--- src/verilog/tocu_pkg.sv ---
// Constants shared by the timer output compare unit
package tocu_pkg;
   // Register byte offsets on the bus
   localparam logic [7:0] OFS_CTRL = 8'h00;
   localparam logic [7:0] OFS_FORCE = 8'h04;
   localparam logic [7:0] OFS_COUNT = 8'h08;
   localparam logic [7:0] OFS_CMP_A = 8'h0C;
   localparam logic [7:0] OFS_CMP_B = 8'h10;
   localparam logic [7:0] OFS_FLAGS = 8'h14;
   localparam logic [7:0] OFS_IRQ_EN = 8'h18;
   localparam logic [7:0] OFS_STATUS = 8'h1C;
   // Control register fields
   localparam int CTRL_MODE_LSB = 0;
   localparam int CTRL_SEL_A_LSB = 4;
   localparam int CTRL_SEL_B_LSB = 6;
   // Flag register fields, also irq enable and irq vector bit order
   localparam int FLAG_OVF = 0;
   localparam int FLAG_MATCH_A = 1;
   localparam int FLAG_MATCH_B = 2;
   // Status register fields
   localparam int STAT_WAVE_A = 0;
   localparam int STAT_WAVE_B = 1;
   localparam int STAT_BOTTOM = 2;
   localparam int STAT_MAX = 3;
   // Counter extremes
   localparam logic [7:0] CNT_BOTTOM = 8'h00;
   localparam logic [7:0] CNT_MAX = 8'hFF;
   localparam logic [7:0] CNT_STEP = 8'h01;
   // Reset values
   localparam logic [7:0] RST_BYTE = 8'h00;
   localparam logic [2:0] RST_MODE = 3'h0;
   localparam logic [1:0] RST_SEL = 2'h0;
   localparam logic RST_WAVE = 1'b0;
   // Waveform mode codes; odd codes are the PWM modes
   localparam logic [2:0] MODE_NORMAL = 3'h0;
   localparam logic [2:0] MODE_CLR_ON_MATCH = 3'h2;
   localparam int MODE_PWM_BIT = 0;
   // Output action selections
   localparam logic [1:0] ACT_NONE = 2'h0;
   localparam logic [1:0] ACT_TOGGLE = 2'h1;
   localparam logic [1:0] ACT_CLEAR = 2'h2;
   localparam logic [1:0] ACT_SET = 2'h3;
   // Bus transfer type bits
   localparam logic [1:0] HTRANS_NONSEQ = 2'h2;
   // Bus data phase tracker
   typedef enum logic [1:0] {
      TOCU_BUS_IDLE = 2'b00,
      TOCU_BUS_WRITE = 2'b01,
      TOCU_BUS_RD_WAIT = 2'b10,
      TOCU_BUS_RD_DONE = 2'b11
   } tocu_bus_state_type;
endpackage : tocu_pkg

--- src/verilog/tocu_top.sv ---
// Output compare unit of an 8-bit timer with AHB-Lite register access
//
// The placing of the registers and the AHB-Lite register port were left to the implementer.
module tocu_top #(
   parameter int CHANNELS = 2 // Compare channels
) (
   input wire logic clk_sys, // System clock
   input wire logic nrst, // Asynchronous reset, active low
   input wire logic timer_tick, // One-cycle timer clock from clock select
   input wire logic hsel, // AHB-Lite slave select
   input wire logic [31:0] haddr, // AHB-Lite address
   input wire logic [1:0] htrans, // AHB-Lite transfer type
   input wire logic hwrite, // AHB-Lite write
   input wire logic [2:0] hsize, // AHB-Lite size, word only
   input wire logic [31:0] hwdata, // AHB-Lite write data
   input wire logic hready, // AHB-Lite bus ready
   output logic hreadyout, // AHB-Lite slave ready
   output logic hresp, // AHB-Lite response, always OKAY
   output logic [31:0] hrdata, // AHB-Lite read data
   output logic [2:0] irq_req, // Interrupt requests, flag order
   input wire logic [2:0] irq_ack, // Interrupt serviced pulses, flag order
   input wire logic [1:0] port_value, // General port output value per pin
   input wire logic [1:0] wave_pin_direction_bit, // Port direction, 1 = output
   output logic [1:0] pin_o, // Pin output value
   output logic [1:0] pin_oe // Pin output enable
);
   // Reset synchroniser
   logic rst_meta_r; // First stage, read only by second
   logic rst_n; // Released reset for the design

   // Bus tracker
   tocu_pkg::tocu_bus_state_type bus_r; // Data phase kind
   logic [7:0] addr_r; // Latched address offset
   logic [31:0] hrdata_r; // Read data holding register
   logic addr_ok; // Address phase taken this cycle
   logic wr_go; // Write commits this cycle

   // Register state
   logic [2:0] waveform_mode_sel; // Waveform mode
   logic [1:0] output_action_sel [CHANNELS]; // Per channel output select
   logic [7:0] counter_value; // Counter
   logic [7:0] compare_value_chan [CHANNELS]; // Active compare values
   logic [7:0] compare_buf [CHANNELS]; // Buffered compare values
   logic [CHANNELS-1:0] match_flag_chan; // Compare flags
   logic overflow_flag; // Overflow flag
   logic [2:0] irq_en_r; // Interrupt enables
   logic [CHANNELS-1:0] wave_output_state; // Internal output registers
   logic block_r; // Match blocking after counter write

   // Decoded helpers
   logic pwm_mode; // Buffering active
   logic at_bottom; // Counter at bottom
   logic at_max; // Counter at max
   logic cnt_wr; // CPU writes counter
   logic [CHANNELS-1:0] cmp_eq; // Comparator outputs
   logic [CHANNELS-1:0] match_hit; // Matches that take effect
   logic [CHANNELS-1:0] force_hit; // Force strobes
   logic [CHANNELS-1:0] cmp_wr; // CPU writes compare
   logic [2:0] flag_w1c; // Flag clear by write of ones
   logic [31:0] rd_mux; // Read selection

   // Reset release through two flops
   always_ff @(posedge clk_sys or negedge nrst) begin
      if (!nrst) begin
         rst_meta_r <= 1'b0;
         rst_n <= 1'b0;
      end else begin
         rst_meta_r <= 1'b1;
         rst_n <= rst_meta_r;
      end
   end

   // Address phase qualifier; only whole words are supported
   assign addr_ok = hsel && hready && (htrans == tocu_pkg::HTRANS_NONSEQ);
   assign wr_go = (bus_r == tocu_pkg::TOCU_BUS_WRITE);

   // Bus data phase tracking; reads take one wait state
   always_ff @(posedge clk_sys or negedge rst_n) begin
      if (!rst_n) begin
         bus_r <= tocu_pkg::TOCU_BUS_IDLE;
         addr_r <= tocu_pkg::RST_BYTE;
      end else begin
         unique case (bus_r)
            // Read data is sampled after any earlier write has landed
            tocu_pkg::TOCU_BUS_RD_WAIT: begin
               bus_r <= tocu_pkg::TOCU_BUS_RD_DONE;
            end
            default: begin
               // Idle, write and read-done all accept a new address
               if (addr_ok) begin
                  bus_r <= hwrite ? tocu_pkg::TOCU_BUS_WRITE : tocu_pkg::TOCU_BUS_RD_WAIT;
                  addr_r <= haddr[7:0];
               end else begin
                  bus_r <= tocu_pkg::TOCU_BUS_IDLE;
               end
            end
         endcase
      end
   end

   // Wait state only while the read data is being fetched
   assign hreadyout = (bus_r != tocu_pkg::TOCU_BUS_RD_WAIT);
   assign hresp = 1'b0;
   assign hrdata = hrdata_r;

   // Mode decode and counter extremes
   assign pwm_mode = waveform_mode_sel[tocu_pkg::MODE_PWM_BIT];
   assign at_bottom = (counter_value == tocu_pkg::CNT_BOTTOM);
   assign at_max = (counter_value == tocu_pkg::CNT_MAX);
   assign cnt_wr = wr_go && (addr_r == tocu_pkg::OFS_COUNT);
   assign flag_w1c = (wr_go && addr_r == tocu_pkg::OFS_FLAGS) ? hwdata[2:0] : 3'h0;

   // Read multiplexer; unmapped offsets read zero
   always_comb begin
      rd_mux = 32'h0000_0000;
      unique case (addr_r)
         tocu_pkg::OFS_CTRL: begin
            rd_mux[tocu_pkg::CTRL_MODE_LSB +: 3] = waveform_mode_sel;
            rd_mux[tocu_pkg::CTRL_SEL_A_LSB +: 2] = output_action_sel[0];
            rd_mux[tocu_pkg::CTRL_SEL_B_LSB +: 2] = output_action_sel[1];
         end
         // Strobes hold no state
         tocu_pkg::OFS_FORCE: rd_mux = 32'h0000_0000;
         tocu_pkg::OFS_COUNT: rd_mux[7:0] = counter_value;
         // Buffer while buffering, active compare otherwise
         tocu_pkg::OFS_CMP_A: rd_mux[7:0] = pwm_mode ? compare_buf[0] : compare_value_chan[0];
         tocu_pkg::OFS_CMP_B: rd_mux[7:0] = pwm_mode ? compare_buf[1] : compare_value_chan[1];
         tocu_pkg::OFS_FLAGS: begin
            rd_mux[tocu_pkg::FLAG_OVF] = overflow_flag;
            rd_mux[tocu_pkg::FLAG_MATCH_A] = match_flag_chan[0];
            rd_mux[tocu_pkg::FLAG_MATCH_B] = match_flag_chan[1];
         end
         tocu_pkg::OFS_IRQ_EN: rd_mux[2:0] = irq_en_r;
         tocu_pkg::OFS_STATUS: begin
            rd_mux[tocu_pkg::STAT_WAVE_A] = wave_output_state[0];
            rd_mux[tocu_pkg::STAT_WAVE_B] = wave_output_state[1];
            rd_mux[tocu_pkg::STAT_BOTTOM] = at_bottom;
            rd_mux[tocu_pkg::STAT_MAX] = at_max;
         end
         default: rd_mux = 32'h0000_0000;
      endcase
   end

   // Read data captured in the wait state, held until the next read
   always_ff @(posedge clk_sys or negedge rst_n) begin
      if (!rst_n) begin
         hrdata_r <= 32'h0000_0000;
      end else if (bus_r == tocu_pkg::TOCU_BUS_RD_WAIT) begin
         hrdata_r <= rd_mux;
      end
   end

   // Control register: mode and unbuffered output selects
   always_ff @(posedge clk_sys or negedge rst_n) begin
      if (!rst_n) begin
         waveform_mode_sel <= tocu_pkg::RST_MODE;
         output_action_sel[0] <= tocu_pkg::RST_SEL;
         output_action_sel[1] <= tocu_pkg::RST_SEL;
      end else if (wr_go && addr_r == tocu_pkg::OFS_CTRL) begin
         waveform_mode_sel <= hwdata[tocu_pkg::CTRL_MODE_LSB +: 3];
         // Selects land at once, not with the compare buffer
         output_action_sel[0] <= hwdata[tocu_pkg::CTRL_SEL_A_LSB +: 2];
         output_action_sel[1] <= hwdata[tocu_pkg::CTRL_SEL_B_LSB +: 2];
      end
   end

   // Interrupt enable register
   always_ff @(posedge clk_sys or negedge rst_n) begin
      if (!rst_n) begin
         irq_en_r <= 3'h0;
      end else if (wr_go && addr_r == tocu_pkg::OFS_IRQ_EN) begin
         irq_en_r <= hwdata[2:0];
      end
   end

   // Counter; counting ignores the output selects entirely
   always_ff @(posedge clk_sys or negedge rst_n) begin
      if (!rst_n) begin
         counter_value <= tocu_pkg::RST_BYTE;
      end else if (cnt_wr) begin
         counter_value <= hwdata[7:0];
      end else if (timer_tick) begin
         counter_value <= 8'(counter_value + tocu_pkg::CNT_STEP);
      end
   end

   // Match blocking holds until the next timer clock is consumed
   always_ff @(posedge clk_sys or negedge rst_n) begin
      if (!rst_n) begin
         block_r <= 1'b0;
      end else if (cnt_wr) begin
         block_r <= 1'b1;
      end else if (timer_tick) begin
         block_r <= 1'b0;
      end
   end

   // Overflow flag; set beats any clear in the same cycle
   always_ff @(posedge clk_sys or negedge rst_n) begin
      if (!rst_n) begin
         overflow_flag <= 1'b0;
      end else if (timer_tick && at_max && !cnt_wr) begin
         overflow_flag <= 1'b1;
      end else if (flag_w1c[tocu_pkg::FLAG_OVF] || irq_ack[tocu_pkg::FLAG_OVF]) begin
         overflow_flag <= 1'b0;
      end
   end

   // Per channel compare, flag and output logic
   for (genvar ch = 0; ch < CHANNELS; ch++) begin : g_chan
      // Register offset and flag position of this channel
      localparam logic [7:0] OFS = (ch == 0) ? tocu_pkg::OFS_CMP_A : tocu_pkg::OFS_CMP_B;
      localparam int FBIT = (ch == 0) ? tocu_pkg::FLAG_MATCH_A : tocu_pkg::FLAG_MATCH_B;

      assign cmp_wr[ch] = wr_go && (addr_r == OFS);
      assign cmp_eq[ch] = (counter_value == compare_value_chan[ch]);
      // A match only counts on a timer clock that is not blocked
      assign match_hit[ch] = timer_tick && cmp_eq[ch] && !block_r;
      // Force works only outside the PWM modes
      assign force_hit[ch] = wr_go && (addr_r == tocu_pkg::OFS_FORCE) && hwdata[ch]
         && !pwm_mode;

      // Buffer register takes every CPU write
      always_ff @(posedge clk_sys or negedge rst_n) begin
         if (!rst_n) begin
            compare_buf[ch] <= tocu_pkg::RST_BYTE;
         end else if (cmp_wr[ch]) begin
            compare_buf[ch] <= hwdata[7:0];
         end
      end

      // Active compare: direct write, or copy at top when buffered
      always_ff @(posedge clk_sys or negedge rst_n) begin
         if (!rst_n) begin
            compare_value_chan[ch] <= tocu_pkg::RST_BYTE;
         end else if (cmp_wr[ch] && !pwm_mode) begin
            compare_value_chan[ch] <= hwdata[7:0];
         end else if (pwm_mode && timer_tick && at_max) begin
            // Copy at top so no odd-length pulse appears
            compare_value_chan[ch] <= compare_buf[ch];
         end
      end

      // Compare flag; a match beats a clear in the same cycle
      always_ff @(posedge clk_sys or negedge rst_n) begin
         if (!rst_n) begin
            match_flag_chan[ch] <= 1'b0;
         end else if (match_hit[ch]) begin
            match_flag_chan[ch] <= 1'b1;
         end else if (flag_w1c[FBIT] || irq_ack[FBIT]) begin
            match_flag_chan[ch] <= 1'b0;
         end
      end

      // Output register; mode changes leave it untouched
      always_ff @(posedge clk_sys or negedge rst_n) begin
         if (!rst_n) begin
            wave_output_state[ch] <= tocu_pkg::RST_WAVE;
         end else if (match_hit[ch] || force_hit[ch]) begin
            // Match wins over bottom, so a compare at max gives a flat output
            unique case (output_action_sel[ch])
               tocu_pkg::ACT_NONE: wave_output_state[ch] <= wave_output_state[ch];
               tocu_pkg::ACT_TOGGLE: wave_output_state[ch] <= !wave_output_state[ch];
               tocu_pkg::ACT_CLEAR: wave_output_state[ch] <= 1'b0;
               tocu_pkg::ACT_SET: wave_output_state[ch] <= 1'b1;
            endcase
         end else if (pwm_mode && timer_tick && at_max) begin
            // Restore the PWM level as the counter passes to bottom
            if (output_action_sel[ch] == tocu_pkg::ACT_CLEAR) begin
               wave_output_state[ch] <= 1'b1;
            end else if (output_action_sel[ch] == tocu_pkg::ACT_SET) begin
               wave_output_state[ch] <= 1'b0;
            end
         end
      end

      // Pin drive; direction always belongs to the port
      always_ff @(posedge clk_sys or negedge rst_n) begin
         if (!rst_n) begin
            pin_o[ch] <= 1'b0;
            pin_oe[ch] <= 1'b0;
         end else begin
            pin_o[ch] <= (output_action_sel[ch] != tocu_pkg::ACT_NONE) ?
               wave_output_state[ch] : port_value[ch];
            pin_oe[ch] <= wave_pin_direction_bit[ch];
         end
      end
   end

   // Interrupt requests from enabled flags
   assign irq_req[tocu_pkg::FLAG_OVF] = overflow_flag && irq_en_r[tocu_pkg::FLAG_OVF];
   assign irq_req[tocu_pkg::FLAG_MATCH_A] = match_flag_chan[0]
      && irq_en_r[tocu_pkg::FLAG_MATCH_A];
   assign irq_req[tocu_pkg::FLAG_MATCH_B] = match_flag_chan[1]
      && irq_en_r[tocu_pkg::FLAG_MATCH_B];
endmodule : tocu_top

--- config.mk ---
export PLATFORM = sky130hd
export DESIGN_NAME = tocu_top
export DESIGN_NICKNAME = d
export VERILOG_FILES = /design/src/verilog/tocu_pkg.sv /design/src/verilog/tocu_top.sv
export SDC_FILE = /design/constraint.sdc
export NUM_CORES = 1
export LEC_CHECK = 0
export BUFFER_PORTS_ARGS = -buffer_cell sky130_fd_sc_hd__clkbuf_2
export CORE_ASPECT_RATIO = 2
export CORE_UTILIZATION = 42
export DETAILED_ROUTE_END_ITERATION = 7
export PLACE_DENSITY = 0.77
export RECOVER_POWER = 25
export SYNTH_ARGS = -nofsm -noshare
export SYNTH_HDL_FRONTEND = slang
export SYNTH_SLANG_ARGS = --single-unit
--- constraint.sdc ---
create_clock -name clk_sys -period 6.43 [get_ports clk_sys]
set_clock_uncertainty 0.1 [all_clocks]
set_input_delay 1.286 -clock clk_sys [delete_from_list [all_inputs] [get_ports clk_sys]]
set_output_delay 1.286 -clock clk_sys [all_outputs]
set_load 0.03 [all_outputs]
; ---- Yosys cells after proc, flatten, opt, wreduce, memory -nomap -nowiden
; Cells that the tools add are included.
[word_totals]
reg_bits = 80
in_bits = 82
out_inout_bits = 41
[op_classes]
n_addsub = 1
eq_ne = 22
muxes = 35
bitwise_logic = 1
reduce_logical = 55
[ops]
columns = cell, count
row1 = 8-bit two-way mux, 8
row2 = 8-bit by 5-bit == test with 1-bit output (second input constant), 4
row3 = 1-bit logical AND, 26
row4 = 3-bit case mux with 7 select lines, 1
row5 = 2-bit nonzero test, 10
row6 = 1-bit two-way mux, 18
row7 = 8-bit by 4-bit == test with 1-bit output (second input constant), 2
row8 = 8-bit == test, 2
row9 = 8-bit zero test, 2
row10 = 4-bit case mux with 4 select lines, 1
row11 = 2-bit == test (second input constant), 6
row12 = 8-bit by 1-bit adder with 8-bit output (second input constant), 1
row13 = 8-bit by 3-bit == test with 1-bit output (second input constant), 1
row14 = 8-bit == test (second input constant), 1
row15 = 2-bit by 1-bit == test with 1-bit output (second input constant), 3
row16 = 2-bit two-way mux, 3
row17 = 2-bit inequality test (second input constant), 3
row18 = 1-bit case mux with 3 select lines, 2
row19 = 3-bit AND reduction, 2
row20 = 3-bit nonzero test, 2
row21 = 1-bit zero test, 5
row22 = 1-bit logical OR, 5
row23 = 2-bit zero test, 2
row24 = 1-bit case mux with 4 select lines, 1
row25 = other kinds (3), 3

; ---- Logic depth before layout (Yosys ltp)
; Gate-level depths: netlist of the first run.
[depth]
word_depth = 7
depth_mapped = 8
ltp_nobuf = 7

; ---- Least setup slack after synthesis of the first run
; Ideal clock, no wire load.
[synth_path]
path_kind = input -> register
startpoint = in timer_tick
endpoint = reg compare_value_chan[1] (netlist name)
setup_time_ns = 0.137
t_arrival_ns = 2.600
path_slack_ns = 3.593
path_stages = 6
path_buffers = 2
cell_sequence = clkbuf_1 > and3_1 > nand4_1 > buf_1 > mux2i_1 > a21oi_1
[synth_between]
elab_chain_len = 3
[synth_rtl]
columns = item, line_no
row1 = start: declaration, tocu_top.sv:9  ; input wire logic timer_tick,
row2 = 1-bit logical AND (2 in series), tocu_top.sv:238  ; end else if (pwm_mode && timer_tick && at_max) begin
row3 = 2-bit nonzero test (no line), n/a
row4 = end signal: indexed assignment, tocu_top.sv:235  ; compare_value_chan[ch] <= tocu_pkg::RST_BYTE;
row5 = end signal: indexed assignment, tocu_top.sv:237  ; compare_value_chan[ch] <= hwdata[7:0];
row6 = end signal: indexed assignment, tocu_top.sv:240  ; compare_value_chan[ch] <= compare_buf[ch];
row7 = end: declaration, tocu_top.sv:42  ; logic [7:0] compare_value_chan [CHANNELS];
; No other way between the ends.
; A chain may end at the register's enable or synchronous reset.

==> impl_metrics.tcl, run 1 <==
set metrics [dict create \
    finalSetupViolations 0 \
    slew_headroom_pct -102.9 \
    io_pins 123 \
    syn_inst 432 \
    core_area_mm2 0.01008 \
    hold_viol 0 \
    die_w_um 73.93 \
    wirelength_mm 10.79 \
    start_kind "register" \
    drc 0 \
    critPathCapture "pin_o[1]" \
    drt_iter0_drc 201 \
    via_per_inst 5.561 \
    power.leakage_nw 2.295 \
    gp_congestion 0.9297 \
    antenna_found_initial 0 \
    violations "max-capacitance violations, max-slew violations" \
    row_count 52 \
    wl_per_cell_um 17.92 \
    place_hpwl_mm 7.966 \
    vias 3348 \
    nFillCells 916 \
    crit_type "register to async pin" \
    startpoint "rst_n" \
    postCtsSetupBuffers 0 \
    ys_seq_area_share_pct 46.07 \
    clock.fmax_mhz 318.2 \
    yosys_warnings 0 \
    clock_sinks 80 \
    port_buffers 46 \
    syn_area_per_cell_um2 10.06 \
    htree_levels 3 \
    n_antenna_cell 0 \
    worstMarginPinSlew_ns 3.043 \
    tns_ns 0 \
    preCtsSetupSlack_ns 3.111 \
    ant_nets 0 \
    area_growth_pct 11.66 \
    crit_arrival_ns 2.82 \
    cap_violations 1 \
    rsz0062_at_grt "no" \
    slew_viol_final 79 \
    netlist_area_mm2 0.004345 \
    drive_gt1_share_pct 22.70 \
    hp-class "register to register" \
    end_kind "async pin" \
    r2r-end "pin_o[1]" \
    fin_cells 602 \
    min_period_ns 3.143 \
    first_pass_iters 4 \
    finalWorstSetupSlack_ns 3.287 \
    numPlacedInstances 586 \
    ys_ff_latch 80 \
    gr-total-overflow 0 \
    synth.distinct_cells 48 \
    cts_tree "built" \
    start_util_pct 43.09 \
    worstPathMaxFanout 78 \
    powerDensity_mw_per_mm2 416.7 \
    clk_pin_slew_ns 0.06 \
    cts_buffers 9 \
    grt_start_max_net_pins 79 \
    fin_nets 546 \
    synthArstFlopShare_pct 100.0 \
    rrSetupSlack_ns 3.29 \
    synth_flop_cell "dfrtp_1" \
    cts_buffer_depth 2 \
    vdd_drop_max_uv 247.9 \
    cts_resized 0 \
    rr_worst_depth 0 \
    first_global_vias 3506 \
    cp.depth 0 \
    grt.total_usage_pct 21.87 \
    clock_latency_ns 0.34 \
    period_share_pct 48.88 \
    design.die.area_mm2 0.01078 \
    die_h_um 145.9 \
    ctsHoldBuffers 0 \
    status "finished, violations left" \
    worstPathRequired_ns 6.10 \
    grt_pass1_wl_mm 17.49 \
    synth_edf_count 0 \
    clock_tree.root_cell "clkbuf_16" \
    r2r-start "rst_n" \
]
registers in the layout (all words and copies together) (netlist names):
register / count
pin_oe: 2
bus_r: 2
match_flag_chan: 2
pin_o: 2
output_action_sel: 4
rst_meta_r: 1
compare_value_chan: 16
block_r: 1
overflow_flag: 1
counter_value: 8
waveform_mode_sel: 3
hrdata: 8
wave_output_state: 2
addr_r: 8
compare_buf: 16
rst_n: 1
irq_en_r: 3
power breakdown:
part           switching (W)  internal [W]  total (W)  leakage [nW]
Combinational       0.000376      0.000283   0.000659          1.17
Clock               0.000200      0.000300   0.000500         0.132
Sequential          0.000206      0.000657   0.000863         0.990
Total               0.000782       0.00124    0.00202          2.30
worst min-delay path by stage:
stage                     startpoint  endpoint  slack (ns)  cells after the start
after CTS                 rst_meta_r     rst_n        0.25                      0
after global placement    rst_meta_r     rst_n        0.24                      0
final                     rst_meta_r     rst_n        0.25                      0
after floorplan           rst_meta_r     rst_n        0.23                      0
after detailed placement  rst_meta_r     rst_n        0.24                      0
after global routing      rst_meta_r     rst_n        0.26                      0
cell type report:
type                       instances  area (µm²)  area share (%)
sequential                        80        2002           41.26
tap                              135       168.9           3.481
timing repair buffer              49       251.5           5.183
clock buffer                      11       232.7           4.796
clock inverter                     5       57.56           1.186
inverter                          18       67.56           1.392
multi-input combinational        304        2072           42.70
placed cells by master (no fill, tap or decap), types with 4 or more instances in the layout:
cell type,count
o21ai_0,22
conb_1,26
nand2b_1,7
nand3_1,5
nor2_1,31
and2_1,4
xor2_1,18
mux2i_1,24
a22oi_1,4
nand4_1,5
a21oi_1,27
nor2b_1,5
o22ai_1,5
nand2_1,25
nor3_1,5
mux2_2,34
xnor2_1,5
clkbuf_2,45
dfrtp_1,80
or4_4,4
clkbuf_16,9
a22o_1,9
inv_1,17
cells in the mapped netlist (5+ instances only):
master | number | area [µm²]
dfrtp_1 | 80 | 2002
o22ai_1 | 5 | 31.28
nor2b_1 | 5 | 31.28
nand4_1 | 5 | 31.28
inv_1 | 17 | 63.81
mux2i_1 | 24 | 240.2
nor3_1 | 5 | 25.02
mux2_2 | 34 | 382.9
nand2b_1 | 7 | 43.79
nand2_1 | 25 | 93.84
xor2_1 | 18 | 157.7
a21oi_1 | 27 | 135.1
a22o_1 | 9 | 78.83
o21ai_0 | 22 | 110.1
clkbuf_1 | 27 | 101.4
xnor2_1 | 5 | 43.79
nand3_1 | 5 | 25.02
nor2_1 | 31 | 116.4
buf_4 | 26 | 195.2
cells by family (layout without fill, tap and decap cells):
group                      after synthesis  after routing  synth area share, %
muxes                                   58             58                14.34
xor gates and xnor gates                23             23                4.636
other                                    2             26               0.1728
and+or+nand+nor                        107            107                12.67
adders and majority gates                2              2               0.5758
AOI/OAI and AO/OA                       88             88                13.07
DFF                                     80             80                46.07
buffers and inverters                   72             83                8.465
stage by stage:
step	hold slack [ns]	util [%]	cell area (µm²)	power, W
floorplan	0.2312	-	4436	0.001323
global placement	0.2366	45.29	4567	0.001490
detailed placement	0.2364	45.29	4567	0.001515
CTS	0.2500	48.16	4857	0.002016
global route	0.2580	48.11	4852	0.002134
finish	0.2515	48.11	4852	0.002022
metal layers:
metal  wire [µm]  track usage [%]  share of wire, %
met3         458            3.463               4.2
met5           0                0                 0
met4         941            19.52               8.7
met2        5785            37.09                54
met1        3603            21.81                33
Note: power is estimated with default switching activity, not from simulation.
==> inputs of run 2 (changes only) <==
==> constraint.sdc (replaced) <==
create_clock -name clk_sys -period 3.3 [get_ports clk_sys]
set_clock_uncertainty 0.1 [all_clocks]
set_input_delay 0.66 -clock clk_sys [delete_from_list [all_inputs] [get_ports clk_sys]]
set_output_delay 0.66 -clock clk_sys [all_outputs]
set_load 0.03 [all_outputs]
==> run 2 against run 1 <==
  * Clock power increased by 120%
  * First-iteration DRC count up 9.0%
  * Flip-flop and latch count unchanged
  * Register-to-register slack worse by 2.7 ns
  * Critical path type is now register to register
  * Clock-buffer cell count increased by 3
  * The run still ends with max-capacitance violations, max-slew violations left
  * Critical endpoint is now compare_value_chan[7]
  * Highest routed layer unchanged
  * Sequential share of layout area down 0.69 points
  * Sequential power grew 99%
  * Die area stayed put
==> impl_metrics.tcl, run 2 (same netlist as run 1, synthesis figures left out) <==
set metrics [dict create \
    via_per_inst 5.568 \
    nFillCells 922 \
    drive_gt1_share_pct 23.52 \
    hold_depth 0 \
    die_h_um 145.9 \
    postCtsSetupBuffers 0 \
    wl_per_cell_um 18.40 \
    n_antenna_cell 0 \
    ant_nets 0 \
    cts_buffer_depth 2 \
    start_util_pct 43.09 \
    drc 0 \
    finalSetupViolations 0 \
    vdd_drop_max_uv 410.0 \
    worstPathMaxFanout 20 \
    clk_pin_slew_ns 0.06 \
    start_kind "register" \
    io_pins 123 \
    gr-total-overflow 0 \
    clock.fmax_mhz 366.2 \
    worstPathRequired_ns 3.38 \
    core_area_mm2 0.01008 \
    powerDensity_mw_per_mm2 826.2 \
    row_count 52 \
    crit_arrival_ns 2.81 \
    clock_latency_ns 0.34 \
    grt_start_max_net_pins 79 \
    die_w_um 73.93 \
    ctsHoldBuffers 1 \
    layout_commonest_cell "dfrtp_1" \
    end_kind "register" \
    hold-worst-slack_ns 0.2651 \
    min_period_ns 2.731 \
    rsz0062_at_grt "no" \
    fin_nets 551 \
    violations "max-capacitance violations, max-slew violations" \
    cts_resized 0 \
    grt_pass1_wl_mm 18.00 \
    tns_ns 0 \
    power.leakage_nw 2.349 \
    design.die.area_mm2 0.01078 \
    slew_viol_final 79 \
    cts_tree "built" \
    final_cell_mix "dfrtp_1, clkbuf_2, mux2_2, nor2_1, a21oi_1" \
    wirelength_mm 11.17 \
    slew_headroom_pct -13.58 \
    reg_top3 "compare_buf (16), compare_value_chan (16)" \
    first_global_vias 3469 \
    antenna_found_initial 0 \
    grt.total_usage_pct 22.61 \
    hold_viol 0 \
    drt_iter0_drc 219 \
    period_share_pct 82.75 \
    hp-class "register to register" \
    cap_violations 1 \
    rr_worst_depth 5 \
    cts_buffers 9 \
    status "finished, violations left" \
    port_buffers 46 \
    worstMarginPinSlew_ns 1.704 \
    crit_type "register to register" \
    vias 3380 \
    place_hpwl_mm 8.129 \
    clock_tree.root_cell "clkbuf_16" \
    htree_levels 3 \
    gp_congestion 0.9340 \
    first_pass_iters 4 \
    clock_sinks 80 \
    area_growth_pct 13.62 \
]
## run 2: per-layer routing
layer	up-vias	global-route usage (%)	wire (µm)	part of all wire, %
met2	134	38.41	5979	54
met5	-	0	0	0
met1	1658	24.01	3873	35
met4	0	16.73	845	7.6
met3	45	3.740	467	4.2
li1	1543	-	-	-
## run 2: final timing paths
kind | start | endpoint | slack, ns
worst min-delay path | rst_meta_r | rst_n | 0.27
worst min register to register | rst_meta_r | rst_n | 0.27
worst max register to register | addr_r[2] | compare_value_chan[7] | 0.57
worst max-delay path | addr_r[2] | compare_value_chan[7] | 0.57
min in group asynchronous | nrst | rst_n | 0.55
max in group asynchronous | rst_n | waveform_mode_sel[1] | 1.45
## run 2: area by class of cell
class,count,area (µm²),area share [%]
multi-input combinational,304,2072,41.97
sequential,80,2003,40.57
timing repair buffer,54,291.5,5.905
clock buffer,14,274.0,5.550
tap,135,168.9,3.421
inverter,18,67.56,1.368
clock inverter,2,60.06,1.216
## run 2: power by group
group          switching [W]  total, W  internal [W]
clock network       0.000383   0.00111      0.000725
registers           0.000437   0.00172       0.00128
logic               0.000701   0.00125      0.000554
total                0.00152   0.00408       0.00256
## run 2: worst max-delay path, stage by stage (launching register included)
cell and delay [ns]:
dfrtp_1 0.61, or2_2 0.49, nor4_2 0.46, nand2b_1 0.52, nand3_1 0.24, o221ai_1 0.14
## run 2: through the flow
stage	cell area, µm²	setup slack, ns	util [%]	total power [W]	std cells
final	4937	0.5691	48.96	0.004079	607
after floorplan	4436	0.8070	-	0.002577	456
after CTS	4941	0.6248	49.00	0.004063	607
after global placement	4597	0.7278	45.58	0.002896	590
after global routing	4937	0.4280	48.96	0.004286	607
after detailed placement	4597	0.6822	45.58	0.002950	590
==> inputs of run 3 (changes only) <==
==> constraint.sdc (replaced) <==
create_clock -name clk_sys -period 2.55 [get_ports clk_sys]
set_clock_uncertainty 0.1 [all_clocks]
set_input_delay 0.51 -clock clk_sys [delete_from_list [all_inputs] [get_ports clk_sys]]
set_output_delay 0.51 -clock clk_sys [all_outputs]
set_load 0.03 [all_outputs]
==> run 3 against run 2 <==
  * The run still ends with max-capacitance violations, max-slew violations left
  * Largest power group unchanged
  * Die area did not move
  * Global-route usage grew 0.69 points
  * Sequential share of layout area down 0.93 points
  * Highest routed layer unchanged
  * Wire length rose by 1.0%
==> impl_metrics.tcl, run 3 (same netlist as run 1, synthesis figures left out) <==
set metrics [dict create \
    status "finished, violations left" \
    htree_levels 3 \
    power.leakage_nw 2.411 \
    cts_tree "built" \
    wirelength_mm 11.28 \
    crit_arrival_ns 2.66 \
    worstMarginPinSlew_ns 1.561 \
    antenna_found_initial 0 \
    slew_viol_final 70 \
    io_pins 123 \
    fin_nets 567 \
    drc 0 \
    violations "max-capacitance violations, max-slew violations" \
    core_area_mm2 0.01008 \
    rr_worst_depth 5 \
    final_cell_mix "dfrtp_1, clkbuf_2, mux2_2, nor2_1, a21oi_1" \
    hold_viol 0 \
    vias 3455 \
    cts_buffer_depth 2 \
    worstPathMaxFanout 4 \
    powerDensity_mw_per_mm2 1037 \
    clock_latency_ns 0.34 \
    ant_nets 0 \
    design.die.area_mm2 0.01078 \
    first_pass_iters 7 \
    start_kind "register" \
    nFillCells 896 \
    critPathCapture "wave_output_state[1]" \
    finalSetupViolations 0 \
    drive_gt1_share_pct 26.02 \
    end_kind "register" \
    area_growth_pct 16.21 \
    n_antenna_cell 0 \
    grt_pass1_wl_mm 18.67 \
    clock.fmax_mhz 401.7 \
    tns_ns 0 \
    period_share_pct 97.62 \
    layout_commonest_cell "dfrtp_1" \
    die_w_um 73.93 \
    dpl-instance-area_mm2 0.004742 \
    grt.total_usage_pct 23.30 \
    place_hpwl_mm 8.342 \
    stdcell_area_mm2 0.005050 \
    drt_iter0_drc 199 \
    worstPathRequired_ns 2.72 \
    die_h_um 145.9 \
    grt_start_max_net_pins 70 \
    gp_congestion 0.9373 \
    startpoint "addr_r[7]" \
    min_period_ns 2.489 \
    clk_pin_slew_ns 0.06 \
    first_global_vias 3647 \
    cap_violations 1 \
    slew_headroom_pct -4.064 \
    rrSetupSlack_ns 0.06 \
    cts_buffers 9 \
    reg_top3 "compare_buf (16), compare_value_chan (16)" \
    clock_sinks 80 \
    port_buffers 46 \
    rsz0062_at_grt "no" \
    gr-total-overflow 0 \
    row_count 52 \
    hp-class "register to async pin" \
    vdd_drop_max_uv 537.9 \
    start_util_pct 43.09 \
    via_per_inst 5.546 \
    crit_type "register to register" \
    wl_per_cell_um 18.11 \
    r2r-start "addr_r[7]" \
    clock_tree.root_cell "clkbuf_16" \
    r2r-end "wave_output_state[1]" \
]
## run 3: layout make-up
cell class / count / area (µm²) / area share [%]
clock inverters: 4 / 52.55 / 1.041
inverters: 18 / 67.56 / 1.338
multi-input cells: 304 / 2081 / 41.20
repair buffers: 70 / 421.7 / 8.350
flip-flops and latches: 80 / 2002 / 39.64
well taps: 135 / 168.9 / 3.345
clock buffers: 12 / 256.5 / 5.079
## run 3: power by group
group	switching (W)	total [W]	internal [W]
registers	0.000452	0.00211	0.00166
logic	0.00104	0.00182	0.000780
clock network	0.000500	0.00131	0.000811
total	0.00199	0.00524	0.00325
## run 3: worst min-delay path by stage
stage	slack, ns	end	startpoint
after global placement	0.04	pin_oe[0]	rst_n
final	0.06	pin_oe[1]	rst_n
after floorplan	0.11	rst_meta_r	nrst
after CTS	0.06	pin_oe[0]	rst_n
after detailed placement	0.06	compare_buf[1]	rst_n
after global routing	0.09	pin_oe[0]	rst_n
## run 3: per-stage QoR
step	cells	worst slack (ns)	hold WS, ns	util [%]	total power, W
2_1_floorplan	456	0.05696	0.1144	-	0.003336
3_3_place_gp	606	0.04165	0.04282	47.02	0.003822
3_5_place_dp	606	0.007884	0.05561	47.02	0.003893
4_1_cts	623	0.06157	0.06088	50.19	0.005224
5_1_grt	623	0.005853	0.08851	50.07	0.005538
6_report	623	0.06068	0.05802	50.07	0.005238
## run 3: worst max-delay path, stage by stage (launching register included)
cell	delay, ns
dfrtp_1	0.38
or4_4	0.54
or4_4	0.47
or4_4	0.52
a221o_1	0.34
nand3_1	0.08
## run 3: per-layer routing
metal / wire (µm) / GRT usage [%] / vias up / share of wire, %
li1: - / - / 1571 / -
met1: 3790 / 24.68 / 1663 / 34
met2: 6010 / 38.68 / 170 / 53
met3: 554 / 3.670 / 51 / 4.9
met4: 924 / 19.52 / 0 / 8.2
met5: 0 / 0 / - / 0
## run 3: timing repair
| item | 4_1_cts | 5_1_grt |
|---|---|---|
| endpoints found under the setup margin | 1 | 3 |
| resized for setup | 0 | 1 |
| hold endpoints to repair | 2 | 0 |
| pin swaps | 1 | 0 |
| hold buffers | 1 | 0 |
| gates cloned | 0 | 0 |
| buffers inserted | 0 | 0 |
